## src/clkgen_regs_pkg.sv

```systemverilog
// Register map constants for the clock generator control bank.
// Assumes byte-wide registers addressed by an 8-bit offset.
package clkgen_regs_pkg;
    localparam logic [7:0] DEV_CTRL_OFS   = 8'h05;
    localparam logic [7:0] IN_POL_OFS     = 8'h06;
    localparam logic [7:0] VID_A_FMT_OFS  = 8'h07;
    localparam logic [7:0] VID_B_FMT_OFS  = 8'h08;
    localparam logic [7:0] AUD_XPT_OFS    = 8'h09;
    localparam logic [7:0] OUT_FLOAT_OFS  = 8'h0A;
    localparam logic [7:0] MARK1_HI_OFS   = 8'h0B;
    localparam logic [7:0] MARK1_LO_OFS   = 8'h0C;
    localparam logic [7:0] MARK2_HI_OFS   = 8'h0D;
    localparam logic [7:0] MARK2_LO_OFS   = 8'h0E;
    localparam logic [7:0] MARK3_HI_OFS   = 8'h0F;
    localparam logic [7:0] MARK3_LO_OFS   = 8'h10;

    // Device control bit positions
    localparam int RESTORE_BIT  = 7;
    localparam int SLEEP_BIT    = 6;
    localparam int AUTODET_BIT  = 5;
    localparam int LOOP_MODE_HI = 4;
    localparam int LOOP_MODE_LO = 3;
    localparam int LOSS_POL_BIT = 2;
    localparam int FULL_RATE_BIT = 1;
    localparam int ALL_ON_BIT   = 0;
    // Input polarity and audio mode bit positions
    localparam int AUTO_POL_BIT = 3;
    localparam int AUX4_BIT     = 4;

    localparam logic [6:0] DEV_CTRL_RST  = 7'h25;
    localparam logic [3:0] IN_POL_RST    = 4'h8;
    localparam logic [5:0] VID_A_FMT_RST = 6'h0E;
    localparam logic [5:0] VID_B_FMT_RST = 6'h0E;
    localparam logic [4:0] AUD_XPT_RST   = 5'h00;
    localparam logic [7:0] OUT_FLOAT_RST = 8'h0F;
    localparam logic [12:0] MARK_RST     = 13'h0000;

    localparam logic [5:0] FMT_USER      = 6'h1F;
    localparam logic [5:0] FMT_UNKNOWN   = 6'h3F;

    localparam logic [1:0] LOOP_FREE_RUN = 2'h0;
    localparam logic [1:0] LOOP_GENLOCK  = 2'h1;
    localparam logic [1:0] LOOP_HOLDOVER = 2'h2;
endpackage : clkgen_regs_pkg

```

## src/clkgen_regs.sv

```systemverilog
// Control register bank of the audio/video clock generator.
// Assumes the serial bus front end presents one-cycle byte read and
// write strobes on the same clock; detected polarity comes from a pin.
//
// Overview of operation
// - Writing restore bit resets all registers; bit reads back zero.
// - Control bit 6 drives the sleep port output, default zero.
// - Control bit 5 enables format autodetection, default one.
// - Bits 4:3 pick reference loop mode: free-run, genlock, holdover, reserved.
// - Bit 2 picks loss-of-reference policy: holdover or free run, default one.
// - Bit 1 forces both video loops to the full 148.xx MHz rate.
// - Bit 0 low floats all clock and pulse pins; default one.
// - Auto polarity detects line sync polarity and applies it to all inputs.
// - Manual polarity bits for line, field, frame-id; one is active high.
// - Six-bit video A format field, default 0x0E.
// - Codes 0 to 31 defined, 31 user-defined, 63 unknown.
// - Aux4 select picks secondary audio clock or audio frame sync.
// - Four-bit crosspoint select routes channels two and three, default zero.
// - Clock pin float bits 7:4, one floats pin, default zero.
// - Pulse pin float bits 3:0, one floats pin, default 0xF.
// - First frame mark line delay is 13 bits over two registers.
// - Second frame mark line delay is 13 bits over two registers.
// - Third frame mark line delay is 13 bits over two registers.
`timescale 1ns/10ps
`default_nettype none
module clkgen_regs (
    input  wire logic        clk_i,
    input  wire logic        reset_i,
    input  wire logic        wr_i,
    input  wire logic        rd_i,
    input  wire logic [7:0]  addr_i,
    input  wire logic [7:0]  wdata_i,
    input  wire logic        detected_line_pol_i,
    output logic      [7:0]  rdata_o,
    output logic             rvalid_o,
    output logic             sleep_port_o,
    output logic             format_autodetect_on_o,
    output logic      [1:0]  reference_loop_mode_o,
    output logic             ref_loss_policy_o,
    output logic             force_full_rate_o,
    output logic      [2:0]  sync_polarity_o,
    output logic      [5:0]  video_a_format_o,
    output logic             video_a_user_o,
    output logic             video_a_unknown_o,
    output logic      [5:0]  video_b_format_o,
    output logic             aux4_pulse_select_o,
    output logic      [3:0]  crosspoint_select_o,
    output logic      [3:0]  clock_pin_oe_o,
    output logic      [3:0]  pulse_pin_oe_o,
    output logic      [12:0] mark1_line_delay_o,
    output logic      [12:0] mark2_line_delay_o,
    output logic      [12:0] mark3_line_delay_o
);
    import clkgen_regs_pkg::*;

    logic [6:0]  ctrl_r,  ctrl_nxt;
    logic [3:0]  pol_r,   pol_nxt;
    logic [5:0]  fmta_r,  fmta_nxt;
    logic [5:0]  fmtb_r,  fmtb_nxt;
    logic [4:0]  aud_r,   aud_nxt;
    logic [7:0]  flt_r,   flt_nxt;
    logic [12:0] m1_r,    m1_nxt;
    logic [12:0] m2_r,    m2_nxt;
    logic [12:0] m3_r,    m3_nxt;
    logic [7:0]  rdata_r, rdata_nxt;
    logic        rvalid_r;
    logic [3:0]  cke_r,   cke_nxt;
    logic [3:0]  pke_r,   pke_nxt;
    logic [2:0]  spol_r,  spol_nxt;
    logic        pol_meta_r;
    logic        pol_sync_r;
    logic        restore;

    always_comb begin
        restore   = wr_i && addr_i == DEV_CTRL_OFS && wdata_i[RESTORE_BIT];
        ctrl_nxt  = ctrl_r;
        pol_nxt   = pol_r;
        fmta_nxt  = fmta_r;
        fmtb_nxt  = fmtb_r;
        aud_nxt   = aud_r;
        flt_nxt   = flt_r;
        m1_nxt    = m1_r;
        m2_nxt    = m2_r;
        m3_nxt    = m3_r;
        if (restore) begin
            ctrl_nxt = DEV_CTRL_RST;
            pol_nxt  = IN_POL_RST;
            fmta_nxt = VID_A_FMT_RST;
            fmtb_nxt = VID_B_FMT_RST;
            aud_nxt  = AUD_XPT_RST;
            flt_nxt  = OUT_FLOAT_RST;
            m1_nxt   = MARK_RST;
            m2_nxt   = MARK_RST;
            m3_nxt   = MARK_RST;
        end else if (wr_i) begin
            unique case (addr_i)
                DEV_CTRL_OFS:  ctrl_nxt = wdata_i[6:0];
                IN_POL_OFS:    pol_nxt  = wdata_i[3:0];
                VID_A_FMT_OFS: fmta_nxt = wdata_i[5:0];
                VID_B_FMT_OFS: fmtb_nxt = wdata_i[5:0];
                AUD_XPT_OFS:   aud_nxt  = wdata_i[4:0];
                OUT_FLOAT_OFS: flt_nxt  = wdata_i;
                MARK1_HI_OFS:  m1_nxt   = {wdata_i[4:0], m1_r[7:0]};
                MARK1_LO_OFS:  m1_nxt   = {m1_r[12:8], wdata_i};
                MARK2_HI_OFS:  m2_nxt   = {wdata_i[4:0], m2_r[7:0]};
                MARK2_LO_OFS:  m2_nxt   = {m2_r[12:8], wdata_i};
                MARK3_HI_OFS:  m3_nxt   = {wdata_i[4:0], m3_r[7:0]};
                MARK3_LO_OFS:  m3_nxt   = {m3_r[12:8], wdata_i};
                default:       ;
            endcase
        end
    end

    // Read path; unmapped offsets read zero
    always_comb begin
        rdata_nxt = rdata_r;
        if (rd_i) begin
            unique case (addr_i)
                DEV_CTRL_OFS:  rdata_nxt = {1'b0, ctrl_r};
                IN_POL_OFS:    rdata_nxt = {4'h0, pol_r};
                VID_A_FMT_OFS: rdata_nxt = {2'h0, fmta_r};
                VID_B_FMT_OFS: rdata_nxt = {2'h0, fmtb_r};
                AUD_XPT_OFS:   rdata_nxt = {3'h0, aud_r};
                OUT_FLOAT_OFS: rdata_nxt = flt_r;
                MARK1_HI_OFS:  rdata_nxt = {3'h0, m1_r[12:8]};
                MARK1_LO_OFS:  rdata_nxt = m1_r[7:0];
                MARK2_HI_OFS:  rdata_nxt = {3'h0, m2_r[12:8]};
                MARK2_LO_OFS:  rdata_nxt = m2_r[7:0];
                MARK3_HI_OFS:  rdata_nxt = {3'h0, m3_r[12:8]};
                MARK3_LO_OFS:  rdata_nxt = m3_r[7:0];
                default:       rdata_nxt = 8'h00;
            endcase
        end
    end

    // Pin enables follow the next register values so they settle with them
    always_comb begin
        // drive only when enabled and not floated
        cke_nxt = ctrl_nxt[ALL_ON_BIT] ? ~flt_nxt[7:4] : 4'h0;
        pke_nxt = ctrl_nxt[ALL_ON_BIT] ? ~flt_nxt[3:0] : 4'h0;
        // auto polarity copies line sync result
        spol_nxt = pol_nxt[AUTO_POL_BIT] ? {3{pol_sync_r}} : pol_nxt[2:0];
    end

    always_ff @(posedge clk_i) begin
        if (reset_i) begin
            ctrl_r     <= DEV_CTRL_RST;
            pol_r      <= IN_POL_RST;
            fmta_r     <= VID_A_FMT_RST;
            fmtb_r     <= VID_B_FMT_RST;
            aud_r      <= AUD_XPT_RST;
            flt_r      <= OUT_FLOAT_RST;
            m1_r       <= MARK_RST;
            m2_r       <= MARK_RST;
            m3_r       <= MARK_RST;
            rdata_r    <= 8'h00;
            rvalid_r   <= 1'b0;
            // Match the default enable and float bits so pins agree
            cke_r      <= DEV_CTRL_RST[ALL_ON_BIT] ?
                          ~OUT_FLOAT_RST[7:4] : 4'h0;
            pke_r      <= DEV_CTRL_RST[ALL_ON_BIT] ?
                          ~OUT_FLOAT_RST[3:0] : 4'h0;
            spol_r     <= 3'h0;
            pol_meta_r <= 1'b0;
            pol_sync_r <= 1'b0;
        end else begin
            ctrl_r     <= ctrl_nxt;
            pol_r      <= pol_nxt;
            fmta_r     <= fmta_nxt;
            fmtb_r     <= fmtb_nxt;
            aud_r      <= aud_nxt;
            flt_r      <= flt_nxt;
            m1_r       <= m1_nxt;
            m2_r       <= m2_nxt;
            m3_r       <= m3_nxt;
            rdata_r    <= rdata_nxt;
            rvalid_r   <= rd_i;
            cke_r      <= cke_nxt;
            pke_r      <= pke_nxt;
            spol_r     <= spol_nxt;
            pol_meta_r <= detected_line_pol_i;
            pol_sync_r <= pol_meta_r;
        end
    end

    assign rdata_o  = rdata_r;
    assign rvalid_o = rvalid_r;
    assign sleep_port_o           = ctrl_r[SLEEP_BIT];
    assign format_autodetect_on_o = ctrl_r[AUTODET_BIT];
    assign reference_loop_mode_o  = ctrl_r[LOOP_MODE_HI:LOOP_MODE_LO];
    assign ref_loss_policy_o      = ctrl_r[LOSS_POL_BIT];
    assign force_full_rate_o      = ctrl_r[FULL_RATE_BIT];
    assign sync_polarity_o        = spol_r;
    assign video_a_format_o       = fmta_r;
    assign video_b_format_o       = fmtb_r;
    // user and unknown code flags, kept as registers
    logic user_r, unk_r;
    always_ff @(posedge clk_i) begin
        if (reset_i) begin
            user_r <= 1'b0;
            unk_r  <= 1'b0;
        end else begin
            user_r <= fmta_nxt == FMT_USER;
            unk_r  <= fmta_nxt == FMT_UNKNOWN;
        end
    end
    assign video_a_user_o      = user_r;
    assign video_a_unknown_o   = unk_r;
    assign aux4_pulse_select_o = aud_r[AUX4_BIT];
    assign crosspoint_select_o = aud_r[3:0];
    assign clock_pin_oe_o      = cke_r;
    assign pulse_pin_oe_o      = pke_r;
    assign mark1_line_delay_o  = m1_r;
    assign mark2_line_delay_o  = m2_r;
    assign mark3_line_delay_o  = m3_r;
endmodule : clkgen_regs
`default_nettype wire

```

## config.mk

```make
export PLATFORM = sky130hd
export DESIGN_NAME = clkgen_regs
export DESIGN_NICKNAME = d
export VERILOG_FILES = /design/src/clkgen_regs_pkg.sv /design/src/clkgen_regs.sv
export SDC_FILE = /design/constraint.sdc
export NUM_CORES = 1
export LEC_CHECK = 0
export BUFFER_PORTS_ARGS = -buffer_cell sky130_fd_sc_hd__buf_2
export CAP_MARGIN = 0
export CORE_AREA = 2 2 135 137
export DETAILED_ROUTE_END_ITERATION = 10
export DIE_AREA = 0 0 137 139
export PLACE_DENSITY = 0.42
export SLEW_MARGIN = 20
export SYNTH_ARGS = -nofsm -noshare
export SYNTH_HDL_FRONTEND = slang
export SYNTH_SLANG_ARGS = --single-unit
```

## constraint.sdc

```tcl
create_clock -name clk_i -period 1.8 [get_ports clk_i]
set_clock_uncertainty 0.05 [all_clocks]
set_input_delay 0.09 -clock clk_i [delete_from_list [all_inputs] [get_ports clk_i]]
set_output_delay 0.09 -clock clk_i [all_outputs]
set_load 0.01 [all_outputs]
```

After elaboration in Yosys (flattened, before gate mapping):

Cells that the tools add are included.

* register bits: 99
* output and inout bits: 84

* eq/ne operators: 14
* mux-type cells: 18
* bitwise gates (word level): 9
* reductions and logical operators: 13

Operator list (number)
* 8-bit case mux with 12 select lines: 1
* 13-bit case mux with 2 select lines: 3
* 8-bit by 4-bit equality test with 1-bit output, second input constant: 8
* 8-bit by 3-bit equality test with 1-bit output, second input constant: 3
* 8-bit two-way mux: 3
* 6-bit two-way mux: 3
* 3-bit AND reduction: 6
* 4-bit two-way mux: 4
* 8-bit by 5-bit equality test with 1-bit output, second input constant: 1
* 4-bit inverter: 2
* 1-bit inverter: 7
* 6-bit by 5-bit equality test with 1-bit output, second input constant: 1
* 6-bit equality test, second input constant: 1
* 2-bit AND reduction: 3
* 2-bit OR reduction: 2
* 1-bit two-way mux: 3
* 3-bit two-way mux: 1
* 1-bit logical AND: 2

Logic depth before layout (Yosys ltp):

* word-level depth: 6
* depth in mapped cells: 8
* mapped depth without buffers: 5

Worst setup path before layout:

OpenSTA, ideal clock, no wires.

* path type: in2reg
* start: input port addr_i[5]
* end: register fmtb_r[1] (netlist: video_b_format_o[1])
* setup time: 0.130 ns
* data arrival time: 1.500 ns
* required time: 1.620 ns
* path slack: 0.120 ns
* stages on the path: 5
* buffers on the path: 0
* cell sequence: or4_4 > nor3_1 > nand3_2 > mux2i_1 > nand2_1

* cells in the longest elaborated chain, start to end: 4
* elaborated cells on any way between the ends: 6

RTL lines
* start: declaration: RTL line clkgen_regs.sv:31 `input wire logic [7:0] addr_i,`
* 8-bit by 3-bit equality test with 1-bit output: RTL line clkgen_regs.sv:75 `restore = wr_i && addr_i == DEV_CTRL_OFS && wdata_i[RESTORE_BIT];`
* 1-bit logical AND (2 in series): RTL line clkgen_regs.sv:75
* 2-bit OR reduction (no line)
* end signal: assignment: RTL line clkgen_regs.sv:170 `fmtb_r <= fmtb_nxt;`
* end: declaration: RTL line clkgen_regs.sv:59 `logic [5:0] fmtb_r, fmtb_nxt;`

Several ways; a longest one is shown, not always the timed one.
A chain may end at the register's enable or synchronous reset.

Worst setup path after layout:

* start: register m1_r[9] (netlist: mark1_line_delay_o[9])
* end: register rdata_r[1] (netlist: rdata_o[1])

* cells in the longest elaborated chain, start to end: 1

RTL lines
* start: declaration: RTL line clkgen_regs.sv:62 `logic [12:0] m1_r, m1_nxt;`
* start signal: assignment: RTL line clkgen_regs.sv:173 `m1_r <= m1_nxt;`
* 8-bit case mux with 12 select lines: RTL line clkgen_regs.sv:118 `unique case (addr_i)`
* end signal: assignment: RTL line clkgen_regs.sv:176 `rdata_r <= rdata_nxt;`
* end: declaration: RTL line clkgen_regs.sv:65 `logic [7:0] rdata_r, rdata_nxt;`

Every way passes these cells.

==> impl_metrics.toml <==
[pwr]
p_int_mw = 3.551
pwr_density_cell_nw_per_um2 = 802.3
irDropWorstVdd_mv = 0.4660
p_switching_mw = 1.037
leakagePower_nw = 2.445
switching_share_pct = 22.60
combPwrFrac_pct = 6.7
pwr-share-clk_pct = 45.3
power_frac_seq_pct = 48.0

[timing]
finalHoldWorstSlack_ns = 0.01920
drv_slew = 0
grt_setup_unrepaired = "false"
worst_slew_margin_rel_pct = 45.24
max_freq_mhz = 610.2
layout_min_cycle_time_ns = 1.639
fin_crit_sh_pct = 91.05
setup_slack_ns = 0.1611
setup-violations-final = 0
finalHoldViolations = 0
worst-slew-pin-transition_ns = 0.8184

[clock_tree]
tritoncts = "done"
clk_latency_ns = 0.35
root_buffer = "clkbuf_16"
htree_levels = 3
cts_sinks = 99
cts.path.max_buffers = 2
clk_pin_slew_ns = 0.07
cts_setup_buffers = 0
cts_buffers = 9

[floorplan]
core_um2 = 17660
die_h_um = 139
die_w_um = 137
start_util_pct = 24.46
ios = 105
die_area_um2 = 19040
core.rowCount = 49

[cells_and_area]
nets = 621
area_growth_pct = 32.39
drive_above_1_share_pct = 31.62
n_antenna_cell = 0

[worst_setup_path]
worstPathMaxFanout = 3
start_kind = "flop"
required_ns = 1.97
end_kind = "flop"
worstPathArrival_ns = 1.81
crit_type = "reg2reg"

[grt]
grt_max_degree = 44
grtUsageTotal_pct = 17.28
antenna_found_initial = 0
grt_pass1_wl_mm = 24.54
overflow = 0
grt_pass1_vias = 4040

[detailed_routing]
avgRoutedWirePerCell_um = 19.12
vias = 4000
drt_iter0_markers = 212
drc_errors = 0
first_pass_iters = 4
ant_nets = 0
routed_via_density = 4.802
wirelength_mm = 15.93

[logic_synthesis]
ys_seq_area_share_pct = 45.89
synth-seq-cells = 99
synth_most_common_cell = "dfxtp_1"
avgSynthCellArea_um2 = 9.209
synth_edf_count = 0
async_flop_share_pct = 0
ys.flop_type = "dfxtp_1"
syn_inst = 469
yosysTopAreaCell = "dfxtp_1"
synthTopCellsByCount = "99 x dfxtp_1, 59 x mux2i_1, 59 x nor2_1, 43 x nand2_1, 21 x o21ai_0"
synth_area_leaders = "dfxtp_1 46%, mux2i_1 14%, nor2_1 5.1%"
synthesis.area_um2 = 4319
synth_top_area_share_pct = 45.89
syn_nets = 490
ys_types = 47
yosys_warnings = 0

[placement]
dp_hpwl_mm = 12.40
place.gp.congestion = 0.9436
portBuffers = 104
dp_worst_setup_slack_ns = -0.1298

[min_path]
worstHoldPathType = "in2reg"

[outcome]
run_status = "finished, final reports clean"

[run]
drv_cap = 0
==> sequential cells by signal, indices dropped and copies added (netlist names), 5 cells and up <==
signal              cells
rdata_o                 8
ctrl_r                  7
mark2_line_delay_o     13
video_b_format_o        6
flt_r                   8
mark3_line_delay_o     13
aud_r                   5
mark1_line_delay_o     13
video_a_format_o        6
==> worst max-delay path, cell delays in order (launching register included) <==
cell       delay (ns)
dfxtp_1          0.33
mux4_2           0.50
o2bb2ai_1        0.20
a221oi_1         0.31
o21ai_0          0.12
==> power by group through the flow <==
stage               clock (mW)  combinational [mW]  sequential (mW)
floorplan                    0               0.152             2.25
global placement             0               0.311             2.25
detailed placement           0               0.309             2.25
CTS                       2.17               0.312             2.20
global route              2.25               0.336             2.20
finish                    2.08               0.310             2.20
==> timing repair <==
item / in CTS / in global routing
endpoints found under the hold margin: 1 / 0
hold buffers: 1 / 0
gates resized for setup: 0 / 0
==> routing by layer <==
| layer | part of all wire [%] | global-route usage (%) |
|---|---|---|
| met1 | 46 | 23.27 |
| met2 | 47 | 26.87 |
| met3 | 5.5 | 4.532 |
| met4 | 1.5 | 5.426 |
| met5 | 0 | 0 |
==> layout make-up <==
class                   count  area [um2]
inverters                   9       33.78
multi-input cells         326        2155
clock buffers              11       242.7
clock inverters             4       75.07
repair buffers            155       943.4
fillers                  1895       11940
flip-flops and latches     99        1982
well taps                 229       286.5
==> kinds of logic (layout without fill, tap and decap cells) <==
family | after synthesis | after routing | synth area share (%)
flops | 99 | 99 | 45.89
buf+inv | 44 | 179 | 4.490
compound gates | 84 | 84 | 12.69
simple gates | 170 | 170 | 19.09
mux | 72 | 72 | 17.84
==> placed cells by master, fill, tap and decap left out, types with 2 or more instances in the layout <==
cell	instances
a211oi_1	2
a21oi_1	20
a221oi_1	8
a22oi_1	7
a31oi_1	2
a32o_1	5
and2_1	4
and3_1	3
buf_12	3
buf_2	104
buf_4	47
bufinv_16	2
clkbuf_16	9
clkinvlp_4	2
dfxtp_1	99
inv_1	9
mux2_2	10
mux2i_1	59
mux4_2	3
nand2_1	43
nand2b_1	3
nand3_1	17
nand3_2	2
nand3b_1	2
nand4_1	6
nor2_1	59
nor2_2	4
nor2b_1	12
nor3_1	6
nor3b_1	2
nor4_1	2
o211ai_1	4
o21a_1	3
o21ai_0	21
o22ai_1	4
==> metrics by stage <==
step / instances / util, % / cell area [um2] / power (mW) / setup TNS, ns
2_1_floorplan: 469 / - / 4319 / 2.404 / 0
3_3_place_gp: 817 / 30.53 / 5390 / 2.562 / -1.232
3_5_place_dp: 817 / 30.53 / 5390 / 2.560 / -2.138
4_1_cts: 833 / 32.38 / 5718 / 4.679 / 0
5_1_grt: 833 / 32.38 / 5718 / 4.783 / 0
6_report: 833 / 32.38 / 5718 / 4.587 / 0
==> worst paths after layout <==
path                               from          to  slack (ns)  cells after the start
hold reg to reg              pol_meta_r  pol_sync_r        0.39                      1
setup reg to reg  mark1_line_delay_o[9]  rdata_o[1]        0.16                      4
hold / removal                  reset_i    rvalid_o        0.02                      2
setup / recovery  mark1_line_delay_o[9]  rdata_o[1]        0.16                      4
Power figures use the tool's default switching activity.
